<file path="src/design/osc_clock_pkg.sv">
package osc_clock_pkg;

  // ------------------------------------------------------------
  // register indices (byte address = index * 4)
  // ------------------------------------------------------------
  localparam logic [7:0] IDX_FINE_TRIM    = 8'h9e;
  localparam logic [7:0] IDX_OSC_CONTROL  = 8'ha1;
  localparam logic [7:0] IDX_COARSE_TRIM  = 8'ha2;
  localparam logic [7:0] IDX_MUL_CONTROL  = 8'h97;

  // ------------------------------------------------------------
  // internal_osc_control fields
  // ------------------------------------------------------------
  localparam int OSC_EN_HI      = 7;
  localparam int OSC_EN_LO      = 6;
  localparam int OSC_SUSPEND    = 5;
  localparam int OSC_FREQ_RDY   = 4;
  localparam int OSC_DIV_HI     = 2;
  localparam logic [1:0] OSC_EN_OFF = 2'h0;
  localparam logic [1:0] OSC_EN_ON  = 2'h3;
  localparam logic [1:0] OSC_EN_RST = 2'h3;
  localparam logic [2:0] DIV_RST    = 3'h0;
  localparam logic [2:0] DIV_BY_ONE = 3'h7;
  localparam logic [6:0] DIV_MASK_MAX = 7'h7f;

  // ------------------------------------------------------------
  // trim fields
  // ------------------------------------------------------------
  localparam int COARSE_W = 7;
  localparam int FINE_W   = 6;

  // ------------------------------------------------------------
  // multiplier_control fields
  // ------------------------------------------------------------
  localparam int MUL_EN      = 7;
  localparam int MUL_INIT    = 6;
  localparam int MUL_RDY     = 5;
  localparam int MUL_DIV_HI  = 4;
  localparam int MUL_DIV_LO  = 2;
  localparam int MUL_SEL_HI  = 1;
  localparam logic [1:0] SEL_INT_HALF = 2'h0;
  localparam logic [1:0] SEL_EXT_HALF = 2'h1;
  localparam logic [2:0] SCALE_2_3 = 3'h3;
  localparam logic [2:0] SCALE_2_7 = 3'h7;
  localparam logic [2:0] SCALE_KEEP = 3'h2;
  localparam logic [2:0] BURST_LEN  = 3'h4;

  typedef struct packed {
    logic       enable;
    logic       initPulse;
    logic [1:0] inputSel;
    logic [2:0] scale;
  } mul_pins_t;

endpackage

</file>
<file path="src/design/osc_clock_ctrl.sv">
`timescale 1ns/1ps
// What this block does
// - enable code 00 off, 11 runs unless suspended
// - writing suspend bit halts oscillator until wake
// - frequency-ready reads one only at programmed frequency
// - reserved control bit 3 reads zero
// - divider code 000 divides 128, 111 by 1
// - reset selects oscillator, divider at 128
// - seven-bit coarse trim, top bit reads zero
// - coarse trim loads factory value at reset
// - six-bit fine trim, factory value, top zeros
// - multiplier output four times input, then scaled
// - multiplier input from three oscillator sources
// - slow input gives four pulses per period
// - multiplier ready zero until locked; init reads zero while enabled
// - scale codes 0-2 map to 1, codes 3-7 to 2/3,1/2,2/5,1/3,2/7
module osc_clock_ctrl (
  input  wire logic                   clock,
  input  wire logic                   rst,
  // classic wishbone slave
  input  wire logic                   wb_cyc_i,
  input  wire logic                   wb_stb_i,
  input  wire logic                   wb_we_i,
  input  wire logic [9:0]             wb_adr_i,
  input  wire logic [3:0]             wb_sel_i,
  input  wire logic [31:0]            wb_dat_i,
  output logic      [31:0]            wb_dat_o,
  output logic                        wb_ack_o,
  // oscillator analog side
  input  wire logic [6:0]             factoryCoarse,
  input  wire logic [5:0]             factoryFine,
  input  wire logic                   oscReadyRaw,
  input  wire logic                   wakeEvent,
  input  wire logic                   extOscIn,
  input  wire logic                   mulLockRaw,
  output logic                        oscRun,
  output logic      [6:0]             coarseTrim,
  output logic      [5:0]             fineTrim,
  output logic                        systemClockEn,
  output osc_clock_pkg::mul_pins_t    mulPins,
  output logic                        mulClockEn
);

  // ------------------------------------------------------------
  // input synchronisers
  // ------------------------------------------------------------
  logic [1:0] rdySync_q;
  logic [1:0] lockSync_q;
  logic [1:0] wakeSync_q;
  logic [1:0] extSync_q;

  always_ff @(posedge clock) begin
    if (rst) begin
      rdySync_q  <= 2'h0;
      lockSync_q <= 2'h0;
      wakeSync_q <= 2'h0;
      extSync_q  <= 2'h0;
    end else begin
      rdySync_q  <= {rdySync_q[0], oscReadyRaw};
      lockSync_q <= {lockSync_q[0], mulLockRaw};
      wakeSync_q <= {wakeSync_q[0], wakeEvent};
      extSync_q  <= {extSync_q[0], extOscIn};
    end
  end

  // ------------------------------------------------------------
  // bus decode
  // ------------------------------------------------------------
  logic       busReq;
  logic       wrLow;
  logic [7:0] regIdx;
  logic       hitCtl;
  logic       hitCoarse;
  logic       hitFine;
  logic       hitMul;
  logic       ack_q;

  assign busReq    = wb_cyc_i && wb_stb_i && !ack_q;
  assign wrLow     = busReq && wb_we_i && wb_sel_i[0];
  assign regIdx    = wb_adr_i[9:2];
  assign hitCtl    = regIdx == osc_clock_pkg::IDX_OSC_CONTROL;
  assign hitCoarse = regIdx == osc_clock_pkg::IDX_COARSE_TRIM;
  assign hitFine   = regIdx == osc_clock_pkg::IDX_FINE_TRIM;
  assign hitMul    = regIdx == osc_clock_pkg::IDX_MUL_CONTROL;

  // ------------------------------------------------------------
  // oscillator control
  // ------------------------------------------------------------
  logic [1:0] oscEn_q;
  logic       suspend_q;
  logic [2:0] divSel_q;
  logic       running;
  logic       freqReady;

  always_ff @(posedge clock) begin
    if (rst) begin
      oscEn_q  <= osc_clock_pkg::OSC_EN_RST;
      divSel_q <= osc_clock_pkg::DIV_RST;
    end else if (wrLow && hitCtl) begin
      oscEn_q  <= wb_dat_i[osc_clock_pkg::OSC_EN_HI:osc_clock_pkg::OSC_EN_LO];
      divSel_q <= wb_dat_i[osc_clock_pkg::OSC_DIV_HI:0];
    end
  end

  // a suspend write in the same cycle as a wake still suspends
  always_ff @(posedge clock) begin
    if (rst) begin
      suspend_q <= 1'b0;
    end else if (wrLow && hitCtl && wb_dat_i[osc_clock_pkg::OSC_SUSPEND]) begin
      suspend_q <= 1'b1;
    end else if (wakeSync_q[1]) begin
      suspend_q <= 1'b0;
    end
  end

  // reserved codes 01 and 10 are treated as off
  assign running   = (oscEn_q == osc_clock_pkg::OSC_EN_ON) && !suspend_q;
  assign freqReady = running && rdySync_q[1];

  always_ff @(posedge clock) begin
    if (rst) begin
      oscRun <= 1'b0;
    end else begin
      oscRun <= running;
    end
  end

  // ------------------------------------------------------------
  // system clock divider
  // ------------------------------------------------------------
  logic [6:0] divCnt_q;
  logic [6:0] divMask;

  assign divMask = osc_clock_pkg::DIV_MASK_MAX >> divSel_q;

  always_ff @(posedge clock) begin
    if (rst) begin
      divCnt_q <= 7'h0;
    end else if (running) begin
      divCnt_q <= divCnt_q + 7'h1;
    end
  end

  always_ff @(posedge clock) begin
    if (rst) begin
      systemClockEn <= 1'b0;
    end else begin
      systemClockEn <= running && ((divCnt_q & divMask) == divMask);
    end
  end

  // ------------------------------------------------------------
  // trim registers
  // ------------------------------------------------------------
  // factory value is taken at the synchronous reset edge
  always_ff @(posedge clock) begin
    if (rst) begin
      coarseTrim <= factoryCoarse;
    end else if (wrLow && hitCoarse) begin
      coarseTrim <= wb_dat_i[osc_clock_pkg::COARSE_W-1:0];
    end
  end

  always_ff @(posedge clock) begin
    if (rst) begin
      fineTrim <= factoryFine;
    end else if (wrLow && hitFine) begin
      fineTrim <= wb_dat_i[osc_clock_pkg::FINE_W-1:0];
    end
  end

  // ------------------------------------------------------------
  // multiplier control register
  // ------------------------------------------------------------
  logic       multiplier_enable_q;
  logic       multiplier_initialise_q;
  logic [1:0] multiplier_input_select_q;
  logic [2:0] multiplier_scale_select_q;
  logic       mulReady;
  logic       initWrite;

  // init only acts once the multiplier is already enabled
  assign initWrite = wrLow && hitMul && multiplier_enable_q && wb_dat_i[osc_clock_pkg::MUL_INIT];
  assign mulReady  = multiplier_enable_q && lockSync_q[1];

  always_ff @(posedge clock) begin
    if (rst) begin
      multiplier_enable_q  <= 1'b0;
      multiplier_input_select_q <= 2'h0;
      multiplier_scale_select_q <= 3'h0;
    end else if (wrLow && hitMul) begin
      multiplier_enable_q  <= wb_dat_i[osc_clock_pkg::MUL_EN];
      multiplier_input_select_q <= wb_dat_i[osc_clock_pkg::MUL_SEL_HI:0];
      multiplier_scale_select_q <= wb_dat_i[osc_clock_pkg::MUL_DIV_HI:osc_clock_pkg::MUL_DIV_LO];
    end
  end

  always_ff @(posedge clock) begin
    if (rst) begin
      multiplier_initialise_q <= 1'b0;
    end else if (wrLow && hitMul) begin
      multiplier_initialise_q <= !multiplier_enable_q && wb_dat_i[osc_clock_pkg::MUL_INIT];
    end else if (multiplier_enable_q) begin
      multiplier_initialise_q <= 1'b0;
    end
  end

  always_ff @(posedge clock) begin
    if (rst) begin
      mulPins <= '0;
    end else begin
      mulPins <= '{multiplier_enable_q, initWrite, multiplier_input_select_q, multiplier_scale_select_q};
    end
  end

  // ------------------------------------------------------------
  // multiplier input and burst pulse model
  // ------------------------------------------------------------
  logic       intHalf_q;
  logic       extHalf_q;
  logic       extPrev_q;
  logic       mulIn;
  logic       mulInPrev_q;
  logic [2:0] burst_q;
  logic       baseTick;
  logic       burstStart;

  always_ff @(posedge clock) begin
    if (rst) begin
      intHalf_q <= 1'b0;
      extHalf_q <= 1'b0;
      extPrev_q <= 1'b0;
    end else begin
      intHalf_q <= running ? !intHalf_q : intHalf_q;
      extPrev_q <= extSync_q[1];
      if (extSync_q[1] && !extPrev_q) begin
        extHalf_q <= !extHalf_q;
      end
    end
  end

  // codes 1x both take the undivided external source
  always_comb begin
    unique case (multiplier_input_select_q)
      osc_clock_pkg::SEL_INT_HALF: mulIn = intHalf_q;
      osc_clock_pkg::SEL_EXT_HALF: mulIn = extHalf_q;
      default:                     mulIn = extSync_q[1];
    endcase
  end

  // four fast pulses per rising input edge, idle until the next rising edge
  always_ff @(posedge clock) begin
    if (rst) begin
      mulInPrev_q <= 1'b0;
      burst_q     <= 3'h0;
    end else begin
      mulInPrev_q <= mulIn;
      if (burstStart) begin
        burst_q <= osc_clock_pkg::BURST_LEN;
      end else if (burst_q != 3'h0) begin
        burst_q <= burst_q - 3'h1;
      end
    end
  end

  assign burstStart = multiplier_enable_q && mulIn && !mulInPrev_q;
  assign baseTick = burst_q != 3'h0;

  // ------------------------------------------------------------
  // output scaling: keep two of every n base ticks
  // ------------------------------------------------------------
  logic [2:0] scaleCnt_q;
  logic       scaleOne;
  logic       keepTick;

  assign scaleOne = multiplier_scale_select_q < osc_clock_pkg::SCALE_2_3;
  assign keepTick = scaleOne || (scaleCnt_q < osc_clock_pkg::SCALE_KEEP);

  // uneven keep pattern is why odd factors are not 50 percent duty
  always_ff @(posedge clock) begin
    if (rst) begin
      scaleCnt_q <= 3'h0;
    end else if (baseTick) begin
      scaleCnt_q <= (scaleOne || scaleCnt_q == multiplier_scale_select_q - 3'h1) ? 3'h0
                                                                : scaleCnt_q + 3'h1;
    end
  end

  always_ff @(posedge clock) begin
    if (rst) begin
      mulClockEn <= 1'b0;
    end else begin
      mulClockEn <= baseTick && keepTick;
    end
  end

  // ------------------------------------------------------------
  // read path and acknowledge
  // ------------------------------------------------------------
  logic [7:0] rdByte;

  always_comb begin
    rdByte = 8'h0;
    if (hitCtl) begin
      rdByte = {oscEn_q, suspend_q, freqReady, 1'b0, divSel_q};
    end else if (hitCoarse) begin
      rdByte = {1'b0, coarseTrim};
    end else if (hitFine) begin
      rdByte = {2'h0, fineTrim};
    end else if (hitMul) begin
      rdByte = {multiplier_enable_q, multiplier_initialise_q && !multiplier_enable_q, mulReady, multiplier_scale_select_q, multiplier_input_select_q};
    end
  end

  always_ff @(posedge clock) begin
    if (rst) begin
      ack_q    <= 1'b0;
      wb_dat_o <= 32'h0;
    end else begin
      ack_q    <= busReq;
      wb_dat_o <= busReq ? {24'h0, rdByte} : 32'h0;
    end
  end

  assign wb_ack_o = ack_q;
endmodule

</file>
<file path="config.mk">
export PLATFORM = sky130hd
export DESIGN_NAME = osc_clock_ctrl
export DESIGN_NICKNAME = d
export VERILOG_FILES = /design/src/design/osc_clock_pkg.sv /design/src/design/osc_clock_ctrl.sv
export SDC_FILE = /design/constraint.sdc
export NUM_CORES = 1
export LEC_CHECK = 0
export BUFFER_PORTS_ARGS = -buffer_cell sky130_fd_sc_hd__clkbuf_2
export CAP_MARGIN = 20
export CORE_AREA = 3 3 117 119
export DETAILED_ROUTE_END_ITERATION = 10
export DIE_AREA = 0 0 120 122
export SLEW_MARGIN = 20
export SYNTH_ARGS = -nofsm -noshare
export SYNTH_HDL_FRONTEND = slang
export SYNTH_SLANG_ARGS = --single-unit
</file>
<file path="constraint.sdc">
create_clock -name clock -period 3.05 [get_ports clock]
set_input_delay 0.4575 -clock clock [delete_from_list [all_inputs] [get_ports clock]]
set_output_delay 0.4575 -clock clock [all_outputs]
set_load 0.05 [all_outputs]
</file>
# Yosys cells after proc, flatten, opt, wreduce, memory -nomap -nowiden
# Cells that the tools add are included.
# op_classes
add_sub_neg,4
n_lt_le_gt_ge,2
n_eq_ne,8
n_shift,1
mux,16
n_bitwise,2
n_reduce_logical,40
# ops
op,count
$eq A8 B8 Y1 const B,4
$mux W8,4
$logic_and A1 B1 Y1,21
$mux W7,2
$mux W6,2
$reduce_bool A2 Y1,5
$mux W3,3
$add A7 B1 Y7 const B,1
$and A7 B7 Y7,1
$eq A7 B7 Y1,1
$logic_not A1 Y1,7
$shr A7 B3 Y7 const A,1
$lt A3 B2 Y1 const B,2
$sub A3 B1 Y3 const B,2
$mux W1,4
$reduce_or A2 Y1,2
$add A3 B1 Y3 const B,1
$eq A3 B3 Y1,1
$reduce_bool A3 Y1,1
$reduce_or A3 Y1,1
$eq A2 B1 Y1 const B,1
$eq A2 B2 Y1 const B,1
$logic_not A2 Y1,1
$logic_or A1 B1 Y1,2
2 further kinds,2
# totals
register_bits,94
input_bits,68
output_inout_bits,56
elab_cells,105

# Logic depth before layout (Yosys ltp)
# Gate-level depths: netlist of run 1.
# logic_depth
depth_word,7
depth_mapped,8
ltp_nobuf,7

# Least setup slack after synthesis of run 1
# OpenSTA, ideal clock, no wires.
# synth_timing
path_kind,input port to flip-flop
startpoint,in wb_adr_i[6]
endpoint,reg coarseTrim[0] (enable)
setup_time_ns,0.323
arrival_time_ns,1.580
required_time_ns,2.727
setup_slack_ns,1.146
stages,5
path_buffers,1
cell_sequence,or4b_4 nor2_8 buf_6 nand3_1 nand2_1
# synth_via
elab_chain_len,3
# synth_rtl
element,line_no,rtl
start: declaration,osc_clock_ctrl.sv:24,"input wire logic [9:0] wb_adr_i,"
$eq A8 B8 Y1,osc_clock_ctrl.sv:82,assign hitCoarse = regIdx == osc_clock_pkg::IDX_COARSE_TRIM;
$logic_and A1 B1 Y1,osc_clock_ctrl.sv:159,end else if (wrLow && hitCoarse) begin
$reduce_bool A2 Y1 (no source line),-,
end signal: assignment,osc_clock_ctrl.sv:158,coarseTrim <= factoryCoarse;
end signal: assignment,osc_clock_ctrl.sv:160,coarseTrim <= wb_dat_i[osc_clock_pkg::COARSE_W-1:0];
end: declaration,osc_clock_ctrl.sv:37,"output logic [6:0] coarseTrim,"
# No other way between the ends.
# A chain may end at the register's enable or synchronous reset.

# Worst setup path in the final report of run 1
# layout_timing
startpoint,in wb_adr_i[6]
endpoint,reg coarseTrim[3] (enable)
# Same word-level chain as after synthesis.

==> impl_metrics.env, run 1 <==
export IMPL_status="finished clean"
export IMPL_hp_start="wakeEvent"
export IMPL_synth_fa_ha_area_frac=0.0238
export IMPL_die_area_um2=14600
export IMPL_min_path_cells=2
export IMPL_netlist_area_um2=3150
export IMPL_synth_warnings=0
export IMPL_viasPerCell=4.25
export IMPL_cp_max_fo=16
export IMPL_max_freq_mhz=557
export IMPL_finalInstanceArea_um2=3850
export IMPL_fp_dieW_um=120
export IMPL_hold_viol=0
export IMPL_place_congestion=0.765
export IMPL_ctsRootBufferMaster="clkbuf_16"
export IMPL_seqPwrFrac=0.435
export IMPL_areaGrowthSynthToFinish_pct=22.1
export IMPL_synth_compound_gate_area_share=0.0937
export IMPL_n_antenna_cell=0
export IMPL_post_cts_setup_buffer_count=0
export IMPL_portBuffers=70
export IMPL_setup_viol=0
export IMPL_final_seq_area_um2=1530
export IMPL_cts_buffers=9
export IMPL_synth_seq_cells=70
export IMPL_synth_top_cell_by_area="dfxtp_1"
export IMPL_multi_input_area_um2=1420
export IMPL_drv_cap=0
export IMPL_synthArstFlopShare=0
export IMPL_rr_worst_depth=5
export IMPL_first_iter_violations=150
export IMPL_htree_levels=3
export IMPL_cp_data_arrival_time_ps=1790
export IMPL_ir_drop_mv=0.252
export IMPL_rsz0062_at_grt="no"
export IMPL_p_sw_mw=0.712
export IMPL_required_ps=3040
export IMPL_die_y_um=122
export IMPL_yosys_area_share_simple=0.211
export IMPL_synth_distinct_cells=47
export IMPL_avgSynthCellArea_um2=9.73
export IMPL_hold_buffers=0
export IMPL_synth_edf_count=13
export IMPL_wl_per_cell_um=13.6
export IMPL_end_kind="flop"
export IMPL_dpl_cell_area_um2=3580
export IMPL_insertion_delay_ps=330
export IMPL_core_um2=12700
export IMPL_pwr_share_comb=0.171
export IMPL_synth_top_area_frac=0.362
export IMPL_startpoint_type="input port"
export IMPL_clock_sinks=70
export IMPL_muxShareOfSynthArea=0.0516
export IMPL_crit_type="in2reg"
export IMPL_antenna_found_initial=3
export IMPL_grt_pass1_vias=2418
export IMPL_holdPathEnd="wakeSync_q[0]$_SDFF_PP0_"
export IMPL_syn_inst=324
export IMPL_synth_most_common_cell="dfxtp_1"
export IMPL_synth_xor_area_frac=0.0417
export IMPL_fin_tns_setup_ps=0
export IMPL_p_per_area_nw_per_um2=617
export IMPL_synth_top_family_by_area="simple AND/OR/NAND/NOR gates"
export IMPL_p_sw_frac=0.300
export IMPL_rows=41
export IMPL_grt_start_max_net_pins=33
export IMPL_clock_skew_ps=11.1
export IMPL_slew_limit_headroom=0.464
export IMPL_drt_wl_total_mm=7.73
export IMPL_hpwl_mm=6.06
export IMPL_fin_nets=466
export IMPL_clkPwrFrac=0.394
export IMPL_drive_gt1_frac=0.244
export IMPL_path_clk_slew_ps=60
export IMPL_ant_nets=0
export IMPL_ys_flop_type="dfxtp_1"
export IMPL_cts_tree="built"
export IMPL_hold_class="in2reg"
export IMPL_reg2reg_to="scaleCnt_q[2]$_SDFFE_PP0P_"
export IMPL_rrSetupSlack_ps=1270
export IMPL_r2r_start="burst_q[0]$_SDFFE_PP0P_"
export IMPL_grt_ovfl_total=0
export IMPL_tightest_slew_ps=798
export IMPL_cts_repair_resize_count=0
export IMPL_cts_buffer_depth=2
export IMPL_synth_common_cells="dfxtp_1, nand2_1, nor2_1, buf_4, nor2b_1"
export IMPL_io_pin_count=124
export IMPL_drc=0
export IMPL_final_min_clock_period_ps=1800
export IMPL_vias=2416
export IMPL_leakagePower_nw=1.71
export IMPL_grt_pass1_wl_mm=12.2
export IMPL_grtUsageTotal=0.108
export IMPL_start_util=0.249
export IMPL_maxSlewViolCount=0
export IMPL_ys_seq_area_frac=0.486
export IMPL_nFillCells=1341
export IMPL_synth_area_leaders="dfxtp_1, edfxtp_1, buf_4, nand2_1, mux2i_1"
export IMPL_first_pass_iters=5
export IMPL_internal_power_mw=1.66
export IMPL_post_route_period_util=0.589
metrics by stage:
stage	utilization	power (mW)	worst slack [ps]	hold slack (ps)	instances
4_1_cts	0.304	2.41	1240	335	569
3_5_place_dp	0.282	1.46	894	411	553
3_3_place_gp	0.282	1.44	927	412	553
6_report	0.304	2.37	1250	338	569
5_1_grt	0.304	2.49	1040	335	569
2_1_floorplan	-	1.38	1150	398	347
kinds of logic after synthesis:
group / after synthesis
DFF: 70
AOI/OAI and AO/OA: 41
buffers and inverters: 51
and+or+nand+nor: 124
other: 1
xor gates and xnor gates: 15
adders and majority gates: 6
muxes: 16
cell type report:
cell class | count | area share
clock buffer | 9 | 0.0585
multi-input combinational | 226 | 0.369
timing repair buffer | 71 | 0.0930
inverter | 14 | 0.0137
clock inverter | 7 | 0.0124
tap | 172 | 0.0559
sequential | 70 | 0.398
cell usage in the layout (no fill, tap or decap), drive strengths merged, types with 8 or more instances in the layout:
master | synthesis | final
edfxtp | 13 | 13
dfxtp | 57 | 57
nand2 | 43 | 43
inv | 14 | 16
conb | 1 | 24
mux2i | 14 | 14
nor2 | 35 | 35
xnor2 | 8 | 8
clkbuf | 11 | 79
nor2b | 16 | 16
worst max-delay path, cell delays in order:
cell	delay, ps
clkbuf_2	100
or4b_4	580
nor2_8	230
nand3_1	110
nand2_1	300
worst max path at each step:
stage / start / end / slack [ps] / depth (start not counted)
floorplan: wb_adr_i[6] / coarseTrim[0]$_DFFE_PP_ / 1150 / 5
global placement: wb_adr_i[6] / coarseTrim[5]$_DFFE_PP_ / 930 / 5
detailed placement: wb_adr_i[6] / coarseTrim[0]$_DFFE_PP_ / 890 / 5
CTS: wb_adr_i[6] / coarseTrim[3]$_DFFE_PP_ / 1240 / 5
global route: burst_q[0]$_SDFFE_PP0P_ / scaleCnt_q[0]$_SDFFE_PP0P_ / 1040 / 5
finish: wb_adr_i[6] / coarseTrim[3]$_DFFE_PP_ / 1250 / 5
power groups by stage:
| stage | sequential, mW | combinational (mW) | clock [mW] |
|---|---|---|---|
| 2_1_floorplan | 1.12 | 0.265 | 0 |
| 3_3_place_gp | 1.05 | 0.394 | 0 |
| 3_5_place_dp | 1.05 | 0.407 | 0 |
| 4_1_cts | 1.03 | 0.410 | 0.964 |
| 5_1_grt | 1.04 | 0.452 | 1.00 |
| 6_report | 1.03 | 0.407 | 0.935 |
layer usage:
metal,global-route usage,vias up,part of all wire
li1,-,1192,-
met1,0.124,1103,0.41
met2,0.181,97,0.48
met3,0.0390,18,0.086
met4,0.0472,6,0.013
met5,0,-,0.0047
registers in the layout (all words and copies together), names as in the netlist, 3 cells and up:
register,count
mulPins,7
divSel_q,3
multiplier_scale_select_q,3
burst_q,3
coarseTrim,7
divCnt_q,7
fineTrim,6
wb_dat_o,8
scaleCnt_q,3
(Power assumes the default switching activity.)
==> run 2, diff against run 1 <==
Clock period 3.05 ns to 1.86 ns, I/O delays scaled along.
==> impl_metrics.env, run 2 (synthesis gave the netlist of run 1 again) <==
export IMPL_status="finished clean"
export IMPL_io_pin_count=124
export IMPL_drv_cap=0
export IMPL_clkPwrFrac=0.416
export IMPL_areaGrowthSynthToFinish_pct=25.9
export IMPL_final_min_clock_period_ps=1590
export IMPL_die_area_um2=14600
export IMPL_nFillCells=1333
export IMPL_crit_type="reg2reg"
export IMPL_startpoint_type="flop"
export IMPL_first_pass_iters=4
export IMPL_grtUsageTotal=0.108
export IMPL_required_ps=2060
export IMPL_drt_wl_total_mm=7.76
export IMPL_antenna_found_initial=2
export IMPL_fin_tns_setup_ps=0
export IMPL_grt_pass1_vias=2450
export IMPL_ir_drop_mv=0.405
export IMPL_first_iter_violations=104
export IMPL_post_route_period_util=0.855
export IMPL_largest_reg_flops=8
export IMPL_cts_buffers=9
export IMPL_grt_ovfl_total=0
export IMPL_core_um2=12700
export IMPL_rrSetupSlack_ps=270
export IMPL_dpl_cell_area_um2=3670
export IMPL_clock_sinks=70
export IMPL_cp_data_arrival_time_ps=1790
export IMPL_hold_class="in2reg"
export IMPL_p_sw_frac=0.286
export IMPL_hold_buffers=0
export IMPL_r2r_start="burst_q[0]$_SDFFE_PP0P_"
export IMPL_tightest_slew_ps=512
export IMPL_rows=41
export IMPL_die_y_um=122
export IMPL_fin_nets=478
export IMPL_regMostFlops="wb_dat_o"
export IMPL_grt_pass1_wl_mm=12.2
export IMPL_portBuffers=70
export IMPL_hold_viol=0
export IMPL_pwr_share_comb=0.167
export IMPL_ctsRootBufferMaster="clkbuf_16"
export IMPL_drc=0
export IMPL_finalInstanceArea_um2=3970
export IMPL_n_antenna_cell=0
export IMPL_final_cell_mix="clkbuf_2, dfxtp_1, nand2_1"
export IMPL_pre_cts_ws_ps=17.2
export IMPL_cts_buffer_depth=2
export IMPL_vias=2433
export IMPL_post_cts_setup_buffer_count=0
export IMPL_seqPwrFrac=0.417
export IMPL_cts_repair_resize_count=0
export IMPL_maxSlewViolCount=0
export IMPL_holdPathEnd="extSync_q[0]$_SDFF_PP0_"
export IMPL_grt_start_max_net_pins=33
export IMPL_drive_gt1_frac=0.269
export IMPL_hpwl_mm=6.18
export IMPL_fp_dieW_um=120
export IMPL_start_util=0.249
export IMPL_p_per_area_nw_per_um2=1020
export IMPL_reg2reg_to="scaleCnt_q[2]$_SDFFE_PP0P_"
export IMPL_ant_nets=0
export IMPL_min_path_cells=2
export IMPL_clock_skew_ps=3.99
export IMPL_p_sw_mw=1.16
export IMPL_end_kind="flop"
export IMPL_max_freq_mhz=629
export IMPL_rr_worst_depth=5
export IMPL_place_congestion=0.800
export IMPL_slew_limit_headroom=0.654
export IMPL_leakagePower_nw=1.79
export IMPL_cts_tree="built"
export IMPL_final_common_cell="clkbuf_2"
export IMPL_cp_max_fo=3
export IMPL_wl_per_cell_um=13.3
export IMPL_viasPerCell=4.19
export IMPL_rsz0062_at_grt="no"
export IMPL_path_clk_slew_ps=60
export IMPL_internal_power_mw=2.90
export IMPL_htree_levels=3
export IMPL_insertion_delay_ps=330
export IMPL_setup_viol=0
export IMPL_layout_setup_ws_ps=270
export IMPL_final_util=0.313
export IMPL_hp_start="extOscIn"
[run 2: changes by cell type in the layout (fill, tap and decap cells not counted), sizes merged]
cell      change
clkinv        -1
inv           -1
buf          +12
clkbuf        +3
clkinvlp      -1
[run 2: worst max-delay path by stage]
stage,slack (ps),to,depth (start not counted),startpoint
final,270,scaleCnt_q[2]$_SDFFE_PP0P_,5,burst_q[0]$_SDFFE_PP0P_
after global routing,40,scaleCnt_q[2]$_SDFFE_PP0P_,5,burst_q[0]$_SDFFE_PP0P_
after floorplan,130,coarseTrim[0]$_DFFE_PP_,5,wb_adr_i[6]
after global placement,60,coarseTrim[1]$_DFFE_PP_,5,wb_adr_i[6]
after CTS,250,scaleCnt_q[2]$_SDFFE_PP0P_,5,burst_q[0]$_SDFFE_PP0P_
after detailed placement,20,coarseTrim[3]$_DFFE_PP_,5,wb_adr_i[6]
[run 2: cell type report]
type,instances,area [um2],area share
inverter,14,52.6,0.0132
sequential,70,1530,0.386
multi-input combinational,226,1420,0.357
tap,172,215,0.0542
timing repair buffer,83,448,0.113
clock inverter,4,26.3,0.00662
clock buffer,12,278,0.0700
[run 2: critical path, cell delays in order, from the launching register on]
cell and delay (ps):
dfxtp_1 340, inv_1 50, ha_1 200, ha_1 200, o41ai_1 550, nor2_1 110
[run 2: power groups by stage]
stage | Sequential, mW | Combinational [mW] | Clock [mW]
floorplan | 1.83 | 0.434 | 0
global placement | 1.72 | 0.668 | 0
detailed placement | 1.73 | 0.687 | 0
CTS | 1.69 | 0.689 | 1.74
global route | 1.70 | 0.759 | 1.81
finish | 1.69 | 0.680 | 1.69
[run 2: metal layers]
metal / part of all wire / track usage / up-vias
li1: - / - / 1214
met1: 0.42 / 0.124 / 1101
met2: 0.46 / 0.174 / 88
met3: 0.081 / 0.0339 / 26
met4: 0.037 / 0.0694 / 4
met5: 0.0030 / 0 / -
[run 2: stage by stage]
step           std cells  total power, mW  hold WS, ps
2_1_floorplan        347             2.26          398
3_3_place_gp         565             2.39          413
3_5_place_dp         565             2.41          410
4_1_cts              581             4.12          154
5_1_grt              581             4.27          172
6_report             581             4.06          158
==> run 3, diff against run 2 <==
Settings changed: CAP_MARGIN 20 to not set.
Clock period 1.86 ns to 1.8 ns, I/O delays scaled along.
==> impl_metrics.env, run 3 (synthesis gave the netlist of run 1 again) <==
export IMPL_status="finished clean"
export IMPL_slew_limit_headroom=0.600
export IMPL_path_cells="inv_1 -> ha_1 -> ha_1 -> o41ai_1 -> nor2_1"
export IMPL_rrSetupSlack_ps=140
export IMPL_dpl_cell_area_um2=3690
export IMPL_tightest_slew_ps=592
export IMPL_holdPathEnd="lockSync_q[0]$_SDFF_PP0_"
export IMPL_final_common_cell="clkbuf_2"
export IMPL_largest_reg_flops=8
export IMPL_leakagePower_nw=1.81
export IMPL_required_ps=2000
export IMPL_die_y_um=122
export IMPL_areaGrowthSynthToFinish_pct=27.5
export IMPL_core_um2=12700
export IMPL_cp_num_buf_inv=1
export IMPL_fp_dieW_um=120
export IMPL_finalInstanceArea_um2=4020
export IMPL_cts_repair_resize_count=0
export IMPL_p_per_area_nw_per_um2=1080
export IMPL_hp_start="mulLockRaw"
export IMPL_rsz0062_at_grt="no"
export IMPL_crit_type="reg2reg"
export IMPL_grtUsageTotal=0.108
export IMPL_regMostFlops="wb_dat_o"
export IMPL_fin_nets=480
export IMPL_cp_max_fo=3
export IMPL_grt_pass1_wl_mm=12.2
export IMPL_hold_viol=0
export IMPL_maxSlewViolCount=0
export IMPL_end_kind="flop"
export IMPL_vias=2447
export IMPL_cts_buffers=9
export IMPL_grt_ovfl_total=0
export IMPL_ir_drop_mv=0.406
export IMPL_grt_pass1_vias=2311
export IMPL_startpoint_type="flop"
export IMPL_path_clk_slew_ps=60
export IMPL_htree_levels=3
export IMPL_viasPerCell=4.20
export IMPL_cts_tree="built"
export IMPL_drt_wl_total_mm=7.77
export IMPL_grt_start_max_net_pins=25
export IMPL_portBuffers=70
export IMPL_hpwl_mm=6.19
export IMPL_place_congestion=0.823
export IMPL_drc=0
export IMPL_rr_worst_depth=5
export IMPL_r2r_start="burst_q[0]$_SDFFE_PP0P_"
export IMPL_layout_setup_ws_ps=142
export IMPL_clock_skew_ps=5.07
export IMPL_antenna_found_initial=1
export IMPL_critPathMostFrequentCell="ha_1"
export IMPL_drv_cap=0
export IMPL_first_pass_iters=6
export IMPL_reg2reg_to="scaleCnt_q[1]$_SDFFE_PP0P_"
export IMPL_first_iter_violations=93
export IMPL_post_route_period_util=0.921
export IMPL_setup_viol=0
export IMPL_pre_cts_ws_ps=78.7
export IMPL_rows=41
export IMPL_hold_class="in2reg"
export IMPL_io_pin_count=124
export IMPL_final_min_clock_period_ps=1660
export IMPL_ctsRootBufferMaster="clkbuf_16"
export IMPL_cp_data_arrival_time_ps=1860
export IMPL_hold_buffers=0
export IMPL_ant_nets=0
export IMPL_fin_tns_setup_ps=0
export IMPL_post_cts_setup_buffer_count=0
export IMPL_die_area_um2=14600
export IMPL_power_mw=4.34
export IMPL_insertion_delay_ps=330
export IMPL_hold_slack_ps=156
export IMPL_slowest_stage="o41ai_1"
export IMPL_wl_per_cell_um=13.3
export IMPL_start_util=0.249
export IMPL_clock_sinks=70
export IMPL_max_freq_mhz=603
export IMPL_final_cell_mix="clkbuf_2, dfxtp_1, nand2_1"
export IMPL_min_path_cells=2
export IMPL_drive_gt1_frac=0.273
export IMPL_cts_buffer_depth=2
export IMPL_max_stage_delay_ps=610
export IMPL_cp_top_family="compound AO/OA/AOI/OAI gates"
export IMPL_n_antenna_cell=0
## run 3: cell types whose count changed in the layout (fill, tap and decap cells not counted), sizes merged
cell,change
inv,+1
clkbuf,-1
buf,+2
bufinv,+1
clkinvlp,-1
## run 3: cell type report
type | instances | area, um2
flip-flops and latches | 70 | 1530
clock inverters | 5 | 62.6
fillers | 1320 | 8650
clock buffers | 11 | 264
well taps | 172 | 215
repair buffers | 85 | 475
inverters | 14 | 52.6
multi-input cells | 226 | 1420
## run 3: metal layers
layer	track usage	routed length [um]	vias up
li1	-	-	1224
met5	0	11	-
met4	0.0451	128	2
met2	0.178	3730	72
met1	0.127	3340	1138
met3	0.0422	565	11
## run 3: stage by stage
step                utilization  cells
global route              0.317    583
CTS                       0.317    583
floorplan                     -    347
finish                    0.317    583
detailed placement        0.291    567
global placement          0.291    567
## run 3: where the power goes
| group | internal, mW | total (mW) | switching (mW) |
|---|---|---|---|
| registers | 1.69 | 1.75 | 0.0606 |
| clock network | 1.20 | 1.89 | 0.681 |
| logic | 0.220 | 0.709 | 0.489 |
| total | 3.11 | 4.34 | 1.23 |
## run 3: worst max-delay path by stage
stage	startpoint	end	slack, ps	cells past startpoint
floorplan	wb_adr_i[6]	coarseTrim[0]$_DFFE_PP_	80	5
global placement	wb_adr_i[6]	wb_dat_o[1]$_SDFF_PP0_	90	6
detailed placement	wb_adr_i[6]	wb_dat_o[0]$_SDFF_PP0_	80	6
CTS	burst_q[0]$_SDFFE_PP0P_	scaleCnt_q[1]$_SDFFE_PP0P_	170	5
global route	multiplier_scale_select_q[0]$_SDFFE_PP0P_	scaleCnt_q[0]$_SDFFE_PP0P_	10	5
finish	burst_q[0]$_SDFFE_PP0P_	scaleCnt_q[1]$_SDFFE_PP0P_	140	5
## run 3: worst register-to-register path, stage by stage, from the launching register on
cell and delay [ps]:
dfxtp_1 350, inv_1 50, ha_1 200, ha_1 200, o41ai_1 610, nor2_1 110
